[config.mk]
export PLATFORM = sky130hd
export DESIGN_NAME = chpsc_top
export DESIGN_NICKNAME = d
export VERILOG_FILES = /design/src/hdl/chpsc_pkg.sv /design/src/hdl/chpsc_top.sv
export SDC_FILE = /design/constraint.sdc
export NUM_CORES = 1
export LEC_CHECK = 0
export BUFFER_PORTS_ARGS = -buffer_cell sky130_fd_sc_hd__buf_4
export CORE_MARGIN = 2
export CORE_UTILIZATION = 48
export CTS_CLUSTER_SIZE = 12
export DETAILED_ROUTE_END_ITERATION = 6
export GPL_ROUTABILITY_DRIVEN = 1
export PLACE_DENSITY = 0.84
export SLEW_MARGIN = 15
export SYNTH_ARGS = -nofsm -noshare
export SYNTH_HDL_FRONTEND = slang
export SYNTH_SLANG_ARGS = --single-unit
[constraint.sdc]
create_clock -name clk -period 2.65 [get_ports clk]
set_input_delay 0.1325 -clock clk [delete_from_list [all_inputs] [get_ports clk]]
set_output_delay 0.1325 -clock clk [all_outputs]
set_load 0.1 [all_outputs]
[src/hdl/chpsc_pkg.sv]
// Purpose: constants for the channel pin status and control block
// Assumes: one 20 MHz clock, synchronous active-low reset
// Notes: analog levels arrive as digital indications from the front end
// Notes on behaviour
// - reset drives high-speed transmit to differential zero
// - reset drives low-speed outputs to differential zero
// - indicator reads 0 detected, 1 lost
// - lost below 75 mV, found above 150 mV
// - management selects function shown on indicator
// - reset drives the indicator pin low
// - power-down pin low floats the indicator
// - register power-down also floats the indicator
// - each jog edge rotates low-speed output lanes once
// - power-down pin low enters power-down mode
package chpsc_pkg;
  localparam int unsigned LANES = 8;
  localparam int unsigned LANE_W = 3;
  localparam int unsigned LOS_ASSERT_MV = 75;
  localparam int unsigned LOS_DEASSERT_MV = 150;
  localparam int unsigned SEL_W = 2;
  localparam logic [1:0] SEL_LOS = 2'h0;
  localparam logic [1:0] SEL_LOCK = 2'h1;
  localparam logic [1:0] SEL_ROT = 2'h2;
  localparam logic [1:0] SEL_PDN = 2'h3;
  localparam logic [2:0] ROT_RESET = 3'h0;
  localparam logic STATUS_RESET = 1'b0;
  typedef enum logic [1:0] {CHPSC_RESET, CHPSC_RUN, CHPSC_PDN} chpsc_state_t;
endpackage

[src/hdl/chpsc_top.sv]
// Purpose: pin-level control and status for one serial channel
// Assumes: inputs synchronous to clk except the jog pin, which is synchronised
// Notes: differential pairs are modelled as true/complement digital levels
`timescale 1ns/1ns
module chpsc_top (
  input wire logic clk,
  input wire logic rst_n,
  input wire logic tx_data_bit,
  input wire logic [7:0] ls_lane_data,
  input wire logic rx_swing_low,
  input wire logic rx_swing_high,
  input wire logic los_enable,
  input wire logic reg_powerdown,
  input wire logic [1:0] obs_select,
  input wire logic pll_lock,
  input wire logic chan_powerdown_low,
  input wire logic lane_rotate_jog,
  output logic hs_tx_out_pos,
  output logic hs_tx_out_neg,
  output logic [7:0] ls_lane_outputs_pos,
  output logic [7:0] ls_lane_outputs_neg,
  output logic loss_of_signal_ind_o,
  output logic loss_of_signal_ind_oe,
  output logic [2:0] lane_rot_ff,
  output logic rotate_pulse_ff,
  output logic powered_down_ff,
  output logic multi_status_out
);
  chpsc_pkg::chpsc_state_t state_ff;
  logic jog_s1_ff, jog_s2_ff, jog_last_ff;
  logic los_ff;
  logic pdn;

  assign pdn = !chan_powerdown_low || reg_powerdown;

  // mode tracking: reset, running, powered down
  always_ff @(posedge clk) begin
    if (!rst_n) begin
      state_ff <= chpsc_pkg::CHPSC_RESET;
    end else if (pdn) begin
      state_ff <= chpsc_pkg::CHPSC_PDN;
    end else begin
      state_ff <= chpsc_pkg::CHPSC_RUN;
    end
  end

  always_ff @(posedge clk) begin
    if (!rst_n) begin
      powered_down_ff <= 1'b0;
    end else begin
      powered_down_ff <= pdn;
    end
  end

  // high-speed transmit pair; zero differential while in reset
  always_ff @(posedge clk) begin
    if (!rst_n) begin
      hs_tx_out_pos <= 1'b0;
      hs_tx_out_neg <= 1'b0;
    end else begin
      hs_tx_out_pos <= tx_data_bit;
      hs_tx_out_neg <= !tx_data_bit;
    end
  end

  // low-speed output pairs, rotated lane order
  genvar gi;
  generate
    for (gi = 0; gi < chpsc_pkg::LANES; gi++) begin : g_lane
      logic [2:0] src;
      assign src = 3'(gi) + lane_rot_ff;
      always_ff @(posedge clk) begin
        if (!rst_n) begin
          ls_lane_outputs_pos[gi] <= 1'b0;
          ls_lane_outputs_neg[gi] <= 1'b0;
        end else begin
          ls_lane_outputs_pos[gi] <= ls_lane_data[src];
          ls_lane_outputs_neg[gi] <= !ls_lane_data[src];
        end
      end
    end
  endgenerate

  // loss-of-signal with hysteresis between the two swing thresholds
  always_ff @(posedge clk) begin
    if (!rst_n) begin
      los_ff <= 1'b1;
    end else if (!los_enable) begin
      los_ff <= 1'b0;
    end else if (rx_swing_low) begin
      los_ff <= 1'b1;
    end else if (rx_swing_high) begin
      los_ff <= 1'b0;
    end
  end

  // indicator pin: low in reset, floating in power-down, else selected function
  always_ff @(posedge clk) begin
    if (!rst_n) begin
      loss_of_signal_ind_o <= 1'b0;
      loss_of_signal_ind_oe <= 1'b1;
    end else if (pdn) begin
      loss_of_signal_ind_o <= 1'b0;
      loss_of_signal_ind_oe <= 1'b0;
    end else begin
      loss_of_signal_ind_oe <= 1'b1;
      unique case (obs_select)
        chpsc_pkg::SEL_LOS: loss_of_signal_ind_o <= los_ff;
        chpsc_pkg::SEL_LOCK: loss_of_signal_ind_o <= pll_lock;
        chpsc_pkg::SEL_ROT: loss_of_signal_ind_o <= rotate_pulse_ff;
        chpsc_pkg::SEL_PDN: loss_of_signal_ind_o <= lane_rot_ff[0];
      endcase
    end
  end

  // jog synchroniser and edge detect; the chain keeps tracking the pin in reset,
  // so a pin left high across reset gives no false rotation (reset spans 3 cycles)
  always_ff @(posedge clk) begin
    jog_s1_ff <= lane_rotate_jog;
    jog_s2_ff <= jog_s1_ff;
    jog_last_ff <= jog_s2_ff;
  end

  always_ff @(posedge clk) begin
    if (!rst_n) begin
      rotate_pulse_ff <= 1'b0;
      lane_rot_ff <= chpsc_pkg::ROT_RESET;
    end else begin
      rotate_pulse_ff <= jog_s2_ff ^ jog_last_ff;
      if (jog_s2_ff ^ jog_last_ff) begin
        lane_rot_ff <= lane_rot_ff + 3'h1;
      end
    end
  end

  // reserved status output held at a fixed level
  always_ff @(posedge clk) begin
    if (!rst_n) begin
      multi_status_out <= chpsc_pkg::STATUS_RESET;
    end else begin
      multi_status_out <= chpsc_pkg::STATUS_RESET;
    end
  end

  property p_tx_reset;
    @(posedge clk) !rst_n |=> (!hs_tx_out_pos && !hs_tx_out_neg);
  endproperty
  a_tx_reset: assert property (p_tx_reset) else $error("tx not zero after reset");

  property p_ls_reset;
    @(posedge clk) !rst_n |=> (ls_lane_outputs_pos == 8'h00 && ls_lane_outputs_neg == 8'h00);
  endproperty
  a_ls_reset: assert property (p_ls_reset) else $error("ls outputs not zero");

  property p_ind_reset;
    @(posedge clk) !rst_n |=> (loss_of_signal_ind_oe && !loss_of_signal_ind_o);
  endproperty
  a_ind_reset: assert property (p_ind_reset) else $error("indicator not low in reset");

  property p_pin_pdn;
    @(posedge clk) disable iff (!rst_n) !chan_powerdown_low |=> !loss_of_signal_ind_oe;
  endproperty
  a_pin_pdn: assert property (p_pin_pdn) else $error("indicator driven in pin pdn");

  property p_reg_pdn;
    @(posedge clk) disable iff (!rst_n) reg_powerdown |=> !loss_of_signal_ind_oe;
  endproperty
  a_reg_pdn: assert property (p_reg_pdn) else $error("indicator driven in reg pdn");

  property p_los_set;
    @(posedge clk) disable iff (!rst_n) (los_enable && rx_swing_low) |=> los_ff;
  endproperty
  a_los_set: assert property (p_los_set) else $error("los not set on low swing");

  property p_los_show;
    @(posedge clk) disable iff (!rst_n)
      (!pdn && obs_select == chpsc_pkg::SEL_LOS) |=> (loss_of_signal_ind_o == $past(los_ff));
  endproperty
  a_los_show: assert property (p_los_show) else $error("indicator not showing los");

  property p_lock_show;
    @(posedge clk) disable iff (!rst_n)
      (!pdn && obs_select == chpsc_pkg::SEL_LOCK)
      |=> (loss_of_signal_ind_o == $past(pll_lock));
  endproperty
  a_lock_show: assert property (p_lock_show) else $error("indicator not showing lock");

  property p_rot_show;
    @(posedge clk) disable iff (!rst_n)
      (!pdn && obs_select == chpsc_pkg::SEL_ROT)
      |=> (loss_of_signal_ind_o == $past(rotate_pulse_ff));
  endproperty
  a_rot_show: assert property (p_rot_show) else $error("indicator not showing pulse");

  property p_drive_run;
    @(posedge clk) disable iff (!rst_n) !pdn |=> loss_of_signal_ind_oe;
  endproperty
  a_drive_run: assert property (p_drive_run) else $error("indicator not driven");

  property p_pd_flag;
    @(posedge clk) disable iff (!rst_n) pdn |=> powered_down_ff;
  endproperty
  a_pd_flag: assert property (p_pd_flag) else $error("power-down flag missing");

  property p_jog_once;
    @(posedge clk) disable iff (!rst_n) rotate_pulse_ff |=> !rotate_pulse_ff;
  endproperty
  a_jog_once: assert property (p_jog_once) else $error("rotate pulse too long");

  property p_rotate;
    @(posedge clk) disable iff (!rst_n)
      $changed(jog_s2_ff) |=> (lane_rot_ff == $past(lane_rot_ff) + 3'h1);
  endproperty
  a_rotate: assert property (p_rotate) else $error("lane rotation missed");

  property p_pdn_mode;
    @(posedge clk) disable iff (!rst_n) !chan_powerdown_low |=> state_ff == chpsc_pkg::CHPSC_PDN;
  endproperty
  a_pdn_mode: assert property (p_pdn_mode) else $error("pdn mode not entered");

  c_rotate: cover property (@(posedge clk) disable iff (!rst_n) rotate_pulse_ff);
  c_los: cover property (@(posedge clk) disable iff (!rst_n) los_ff ##[1:20] !los_ff);
  c_pdn: cover property (@(posedge clk) disable iff (!rst_n) !loss_of_signal_ind_oe);
  c_sel_rot: cover property (@(posedge clk) disable iff (!rst_n)
    obs_select == chpsc_pkg::SEL_ROT && loss_of_signal_ind_o);
endmodule

Word-level counts from Yosys, hierarchy flattened

Cells that the tools add are included.

Register bits: 29
Input bits: 20
Output and inout port bits: 26
Word-level logic and storage cells: 82

Add/subtract/negate cells: 7
Magnitude comparators: 8
Equality and inequality tests: 4
Muxes and demuxes: 21
Bitwise operators: 2
Reduce and logical (&&, ||, !) cells: 13

Operator list:

| kind                                                                  | number |
|---|---|
| 3-bit by 4-bit < comparator with 1-bit output, second input constant  | 8 |
| 1-bit binary-select mux with 3-bit select                             | 8 |
| 3-bit adder, first input constant                                     | 4 |
| 1-bit two-way mux                                                     | 12 |
| 1-bit logical NOT                                                     | 10 |
| 2-bit by 3-bit adder with 3-bit output, first input constant          | 2 |
| 2-bit equality test, second input constant                            | 2 |
| 1-bit one-hot mux with 4 select lines                                 | 1 |
| 3-bit by 1-bit adder with 3-bit output, second input constant         | 1 |
| 3-bit != test, second input constant                                  | 1 |
| 2-bit by 1-bit equality test with 1-bit output, second input constant | 1 |
| 2-bit logical NOT                                                     | 1 |
| 2-bit OR reduction                                                    | 1 |
| 1-bit logical OR                                                      | 1 |
| 1-bit NOT                                                             | 1 |
| 1-bit XOR                                                             | 1 |

Depth between registers and ports, before layout

Gate-level depths: netlist of run 1.

Depth after elaboration: 4
Gate-level depth with buffers: 7
Gate-level depth less buffers: 5

Least setup slack after synthesis of run 1

No wires, ideal clock.

Kind: register -> register
From: register lane_rot_ff[0]
To: register ls_lane_outputs_pos[1]
Setup time: 0.115 ns
Arrival: 2.879 ns
Required time: 2.535 ns
Setup slack: -0.344 ns
Cell stages (with the launch flop): 8
Path buffers: 2
Period minus slack after synthesis: 2.994 ns
Cells stage by stage: dfxtp_1 buf_6 clkbuf_1 inv_1 ha_1 mux4_1 mux2_2 and2_1

Word-level cells in the longest chain between the ends: 3

RTL lines:

| what                                      | RTL line         | source |
|---|---|---|
| start: declaration                        | chpsc_top.sv:24  | `output logic [2:0] lane_rot_ff,` |
| start signal: assignment                  | chpsc_top.sv:127 | `lane_rot_ff <= chpsc_pkg::ROT_RESET;` |
| start signal: assignment                  | chpsc_top.sv:131 | `lane_rot_ff <= lane_rot_ff + 3'h1;` |
| 3-bit by 1-bit adder with 3-bit output    | chpsc_top.sv:71  | `assign src = 3'(gi) + lane_rot_ff;` |
| via g_lane[1].src[0]                      | chpsc_top.sv:70  | `logic [2:0] src;` |
| 1-bit binary-select mux with 3-bit select | chpsc_top.sv:77  | `ls_lane_outputs_pos[gi] <= ls_lane_data[src];` |
| 1-bit two-way mux (implied by the code)   | chpsc_top.sv:77  |  |
| end signal: indexed assignment            | chpsc_top.sv:77  |  |
| end: declaration                          | chpsc_top.sv:20  | `output logic [7:0] ls_lane_outputs_pos,` |

The timed path passes the listed nets, and every way through them passes these cells. The select of a mux whose other input is x is not followed.
A chain may end at the register's enable or synchronous reset.

Final worst setup path of run 1

From: register lane_rot_ff[1]
To: register ls_lane_outputs_pos[1]

The elaborated chain is that of the path after synthesis.

==> results of run 1 <==
==> worst reg2reg max path, cell delays in order, from the launching register on <==
cell and delay (ns):
dfxtp_2 0.48, inv_1 0.08, ha_1 0.39, mux4_1 0.60
mux2_2 0.29, and2_1 0.16
==> routing by layer <==
metal  track usage  routed length, µm  vias to the layer above
met3        0.0605                242                        9
met4        0.0986                 73                        0
li1              -                  -                      520
met1         0.241               1130                      498
met5             0                  0                        -
met2         0.340               1390                       52
==> through the flow <==
stage	setup slack, ns	total power [mW]	hold WS (ns)	area, µm²	util
3_3_place_gp	0.649	1.09	0.237	1620	0.647
2_1_floorplan	0.150	0.983	0.160	1290	-
6_report	0.537	1.40	0.0444	1710	0.683
5_1_grt	0.406	1.46	0.0419	1710	0.683
4_1_cts	0.522	1.41	0.0334	1710	0.683
3_5_place_dp	0.544	1.10	0.242	1620	0.647
==> repair_timing <==
action	CTS	global route
resized for setup	0	0
hold endpoints to repair	2	0
hold buffers	2	0
==> power by group through the flow <==
| stage | registers [mW] | clock network, mW | logic (mW) |
|---|---|---|---|
| 2_1_floorplan | 0.833 | 0 | 0.149 |
| 3_5_place_dp | 0.525 | 0 | 0.579 |
| 4_1_cts | 0.515 | 0.311 | 0.581 |
| 6_report | 0.515 | 0.302 | 0.580 |
| 3_3_place_gp | 0.521 | 0 | 0.567 |
| 5_1_grt | 0.523 | 0.335 | 0.602 |
==> synth_stat cells (3+ instances only) <==
| master | instances |
|---|---|
| and2_1 | 6 |
| mux4_2 | 3 |
| dfxtp_1 | 29 |
| inv_1 | 5 |
| mux2_2 | 8 |
| nand2_1 | 6 |
| mux2i_1 | 3 |
| nor2b_1 | 6 |
| o22ai_1 | 3 |
| nor2_1 | 9 |
| nand2b_1 | 4 |
| xnor2_1 | 3 |
| clkbuf_1 | 4 |
==> worst max path at each step <==
| stage | cells past startpoint | to | start |
|---|---|---|---|
| after floorplan | 7 | ls_lane_outputs_pos[1] | lane_rot_ff[0] |
| after global placement | 5 | ls_lane_outputs_pos[1] | lane_rot_ff[0] |
| after detailed placement | 5 | ls_lane_outputs_pos[1] | lane_rot_ff[0] |
| after CTS | 5 | ls_lane_outputs_pos[1] | lane_rot_ff[0] |
| after global routing | 5 | ls_lane_outputs_pos[1] | lane_rot_ff[0] |
| final | 5 | ls_lane_outputs_pos[1] | lane_rot_ff[1] |
==> layout make-up <==
| class | instances | share of cell area |
|---|---|---|
| clock buffers | 7 | 0.0381 |
| clock inverters | 1 | 0.00293 |
| inverters | 5 | 0.0110 |
| multi-input cells | 80 | 0.378 |
| flip-flops and latches | 29 | 0.343 |
| well taps | 30 | 0.0220 |
| repair buffers | 46 | 0.205 |
==> logic make-up (layout without fill, tap and decap cells) <==
family | count (synthesis) | after routing | synth area share
adder cells (fa/ha/maj) | 2 | 2 | 0.0194
flip-flops | 29 | 29 | 0.450
buffers and inverters | 13 | 59 | 0.0485
XOR/XNOR | 4 | 4 | 0.0272
other | 1 | 1 | 0.00291
AO/OA/AOI/OAI | 17 | 17 | 0.0932
AND/OR/NAND/NOR | 39 | 39 | 0.163
multiplexers | 17 | 17 | 0.195
==> impl_metrics.toml, run 1 <==
[clock_network]
cts_root_buf = "clkbuf_4"
clock_latency_ns = 0.33
post_cts_buffers = 0
max-clock-path-buffers = 2
cts-htree-levels = 2
cts_tree = "yes"
cts_buffers = 5
clock-sinks = 29
cts.reportedPaths.clkPinSlew_ns = 0.09

[setup_path]
worstSetupStartpointType = "register"
cpMaxStageDelayCell = "mux4_1"
path_cells = "inv_1 > ha_1 > mux4_1 > mux2_2 > and2_1"
r2r_start = "lane_rot_ff[1]"
cp_slowest_stage_delay_ns = 0.60
worst_ep_required_time_ns = 2.86
arrival_ns = 2.33
r2r_end = "ls_lane_outputs_pos[1]"
crit_fanout = 13
r2r_slack_ns = 0.54
cpLargestDelayFamily = "multiplexers"
worst-path-buf-inv = 1
end_kind = "register"
criticalPathCategory = "register to register"
reg2regPathDepth = 5

[worst_hold_path]
holdCritPathClass = "primary input to register"
hold_depth = 3
worstHoldStart = "los_enable"
min_to = "los_ff"

[drt]
vias = 1079
vias_per_cell = 5.45
ant_nets = 0
dr.first_iter.drc_count = 18
firstDrtPassIters = 4
drc = 0
drt_wl_total_um = 2840
wl_per_cell_um = 14.3

[floorplan]
io_pins = 46
start_util = 0.516
dieWidth_um = 55.8
core-area_um2 = 2500
fp-row-count = 18
die_h_um = 55.8
fp.dieArea_um2 = 3120

[pwr]
irDropWorstVdd_mv = 0.586
p_sw_mw = 0.602
p_comb_frac = 0.415
pwr-share-clk = 0.216
p_sw_frac = 0.431
powerDensity_nw_per_um2 = 818
power.static_leakage_nw = 0.740
p_seq_frac = 0.369
p_int_mw = 0.794

[job]
maxCapViolCount = 0

[timing]
tightest_slew_ns = 0.702
fmax_ghz = 0.473
setup_tns_ns = 0
slew_headroom = 0.520
slew_violations = 0
fin_skew_ns = 0.0109
fin_crit_sh = 0.798
rsz0062_at_grt = "false"
fin_crit_ns = 2.11
final-setup-viol-count = 0
finalHoldViolations = 0

[layout]
drive_gt1_frac = 0.387
insertedDiodeCount = 0
fin_cells = 198
register_area_um2 = 586
n_fill_cell = 199
layout_commonest_cell = "buf_4"
syn_to_final_growth_pct = 32.5
reg_top3 = "ls_lane_outputs_neg x8, ls_lane_outputs_pos x8, lane_rot_ff x3"
layout_common_cells = "buf_4 (44), dfxtp_1 (27), nor2_1 (9)"
finalNetCount = 189
multiInputGateArea_um2 = 646

[place]
gp_congestion = 0.868
port_buffers = 44
place_inst = 188
hpwl_um = 2160

[synthesis]
syn-num-nets = 144
ys_seq_elements = 29
synth_cell_types = 36
synth-main-ff-cell = "dfxtp_1"
ys_warn_count = 0
yosys.area.top_type = "dfxtp_1"
ys_async_sr_fraction = 0
synth_area_leaders = "dfxtp_1 (45%), mux2_2 (7.0%), mux4_2 (5.2%)"
synth_area_um2 = 1290
synthCells = 122
ys_seq_area_frac = 0.450
post_synth.cell_area_avg_um2 = 10.6
yosysTopAreaCellShare = 0.450
synth_edf_count = 0

[global_routing]
grt_antenna_before_repair = 0
grt_max_degree = 22
globalRoute.totalOverflow = 0
grt_pass1_wl_um = 4950
grt_pass1_vias = 1073
grt_usage = 0.205

[status]
status = "complete, no violations"
Note: power is estimated with default switching activity, not from simulation.
==> run 2: changes to the inputs <==
--- a/config.mk
+++ b/config.mk
@@ -5,9 +5,10 @@
 export SDC_FILE = /design/constraint.sdc
 export NUM_CORES = 1
 export LEC_CHECK = 0
+export ABC_AREA = 1
 export BUFFER_PORTS_ARGS = -buffer_cell sky130_fd_sc_hd__buf_4
 export CORE_MARGIN = 2
-export CORE_UTILIZATION = 48
+export CORE_UTILIZATION = 49
 export CTS_CLUSTER_SIZE = 12
 export DETAILED_ROUTE_END_ITERATION = 6
 export GPL_ROUTABILITY_DRIVEN = 1
==> constraint.sdc (replaced) <==
create_clock -name clk -period 2.15 [get_ports clk]
set_input_delay 0.1075 -clock clk [delete_from_list [all_inputs] [get_ports clk]]
set_output_delay 0.1075 -clock clk [all_outputs]
set_load 0.1 [all_outputs]
==> run 2 against run 1 <==
- hold slack got worse by 0.0067 ns
- die area rose by 3.4%
- maximum frequency increased by 25%
- final cell count up 34%
- global-route usage fell by 1.6 points
- highest routed layer unchanged
- clock skew rose by 0.0013 ns
==> impl_metrics.toml, run 2 <==
[clock_network]
cts-htree-levels = 2
max-clock-path-buffers = 2
post_cts_buffers = 0
cts_buffers = 5
clock-sinks = 29
clock_latency_ns = 0.33
cts_resized = 0
cts_tree = "yes"
cts.reportedPaths.clkPinSlew_ns = 0.10
cts_root_buf = "clkbuf_4"

[drt]
wl_per_cell_um = 10.5
vias_per_cell = 4.87
drc = 0
drt_wl_total_um = 2770
ant_nets = 0
vias = 1291
dr.first_iter.drc_count = 29
firstDrtPassIters = 4

[synthesis]
yosys.cell_count.top_type = "nand2_1"
synth_top_family_by_area = "simple AND/OR/NAND/NOR gates"
ys_seq_area_frac = 0.426
synth-xor-area-share = 0.0505
synth_area_um2 = 1360
post_synth.cell_area_avg_um2 = 7.45
synth_adder_area_share = 0.0183
synth_area_leaders = "dfxtp_1 (43%), nand2_1 (14%), nand3_1 (9.5%)"
yosys.area.top_type = "dfxtp_1"
synth_cell_types = 20
synth_mux_area_frac = 0
syn-num-nets = 205
synth_compound_gate_area_share = 0.0294
ys_async_sr_fraction = 0
yosys.area_share.simple = 0.394
netlist_top_cells_count = "nand2_1 (52), dfxtp_1 (29), nor2_1 (27)"
yosysTopAreaCellShare = 0.426
ys_seq_elements = 29
synth-main-ff-cell = "dfxtp_1"
synth_edf_count = 0
synthCells = 183
ys_warn_count = 0

[timing]
fmax_ghz = 0.590
fin_crit_sh = 0.789
slew_headroom = 0.614
fin_crit_ns = 1.70
slew_violations = 0
fin_skew_ns = 0.0123
finalHoldViolations = 0
final-setup-viol-count = 0
rsz0062_at_grt = "false"
setup_tns_ns = 0
tightest_slew_ns = 0.579

[global_routing]
met3_usage = 0.0622
use_met2 = 0.294
grt_usage = 0.189
grt_antenna_before_repair = 0
top_usage_layer = "met2"
grt_max_degree = 14
grt_pass1_vias = 1162
grt_use_met1 = 0.217
globalRoute.totalOverflow = 0
grt_pass1_wl_um = 4670

[setup_path]
arrival_ns = 1.92
criticalPathCategory = "register to register"
cpMaxStageDelayCell = "dfxtp_2"
cp_slowest_stage_delay_ns = 0.48
critical_path.startpoint = "lane_rot_ff[1]"
path_cells = "inv_1 > ha_1 > inv_1 > nand3_1 > nand2_1 > nand2_1 > nand2_1 > nor2_1"
worst_ep_required_time_ns = 2.37
worst_path_most_repeated_cell = "nand2_1"
r2r_start = "lane_rot_ff[1]"
end_kind = "register"
crit_fanout = 10
worstSetupStartpointType = "register"

[job]
maxCapViolCount = 0

[floorplan]
fp-row-count = 19
fp.dieArea_um2 = 3220
start_util = 0.503
core-area_um2 = 2710
die_h_um = 56.8
dieWidth_um = 56.8
io_pins = 46

[layout]
multiInputGateArea_um2 = 676
layout_common_cells = "nand2_1 (52), buf_4 (45), nor2_1 (27), dfxtp_1 (27), nand3_1 (26)"
insertedDiodeCount = 0
drive_gt1_frac = 0.299
n_fill_cell = 250
reg_top3 = "ls_lane_outputs_neg x8, ls_lane_outputs_pos x8, lane_rot_ff x3"
finalNetCount = 255
syn_to_final_growth_pct = 33.0
layout_commonest_cell = "nand2_1"
register_area_um2 = 583
final_core_util = 0.669

[place]
hpwl_um = 2060
gp_congestion = 0.891
port_buffers = 44

[pwr]
power.static_leakage_nw = 0.948
powerDensity_nw_per_um2 = 1200
irDropWorstVdd_mv = 0.967

[status]
status = "complete, no violations"

[worst_hold_path]
worstHoldStart = "reg_powerdown"
holdCritPathClass = "primary input to register"
## run 2: cell types whose count changed after synthesis, sizes merged, moves of 5 or more
| cell | before | now |
|---|---|---|
| and2 | 6 | 0 |
| mux4 | 5 | 0 |
| inv | 5 | 10 |
| nor2b | 6 | 0 |
| nand3 | 0 | 32 |
| nand2 | 6 | 59 |
| mux2 | 9 | 0 |
| nor2 | 9 | 27 |
## run 2: final timing paths
kind / end / slack, ns / cells past startpoint
worst min register to register: jog_s2_ff / 0.34 / 0
worst max register to register: ls_lane_outputs_pos[1] / 0.45 / 8
worst min-delay path: loss_of_signal_ind_o / 0.04 / 4
worst max-delay path: ls_lane_outputs_pos[1] / 0.45 / 8
## run 2: cell families (layout without fill, tap and decap cells)
group                    count (synthesis)  in the layout
flip-flops                              29             29
XOR/XNOR                                 7              7
AO/OA/AOI/OAI                            8              8
other                                    1              1
AND/OR/NAND/NOR                        119            119
buffers and inverters                   17             68
adder cells (fa/ha/maj)                  2              2
## run 2: what timing repair did
action / in CTS / in global routing
hold endpoints to repair: 4 / 0
hold buffers: 5 / 0
endpoints found under the setup margin: 0 / 0
## run 2: cell type report
cell class	count	share of cell area
Tap cell	31	0.0214
Timing Repair Buffer	50	0.214
Inverter	10	0.0221
Sequential cell	29	0.321
Clock buffer	6	0.0283
Clock inverter	2	0.0207
Multi-Input combinational cell	137	0.372
## run 2: per-layer routing
layer  routed length, µm  part of all wire
met5                   0                 0
met4                  70             0.025
met3                 172             0.062
met2                1280              0.46
met1                1250              0.45
## run 2: critical path, delay by kind of cell (launching register included)
family,cells,cell delay [ns]
adder cells (fa/ha/maj),1,0.39
buffers and inverters,2,0.31
flip-flops,1,0.48
AND/OR/NAND/NOR,5,0.42
## run 2: through the flow
| step | setup slack, ns | instances | power (mW) | area, µm² | hold WS [ns] |
|---|---|---|---|---|---|
| floorplan | 0.209 | 183 | 1.53 | 1370 | 0.135 |
| CTS | 0.477 | 265 | 2.18 | 1810 | 0.0326 |
| finish | 0.454 | 265 | 2.17 | 1810 | 0.0377 |
| global route | 0.317 | 265 | 2.29 | 1810 | 0.0533 |
| global placement | 0.562 | 252 | 1.70 | 1680 | 0.212 |
| detailed placement | 0.505 | 252 | 1.71 | 1680 | 0.213 |
## run 2: power breakdown
group / internal [mW] / switching [mW] / total [mW]
sequential: 0.617 / 0.0431 / 0.660
combinational: 0.244 / 0.803 / 1.05
clock: 0.276 / 0.186 / 0.462
total: 1.14 / 1.03 / 2.17
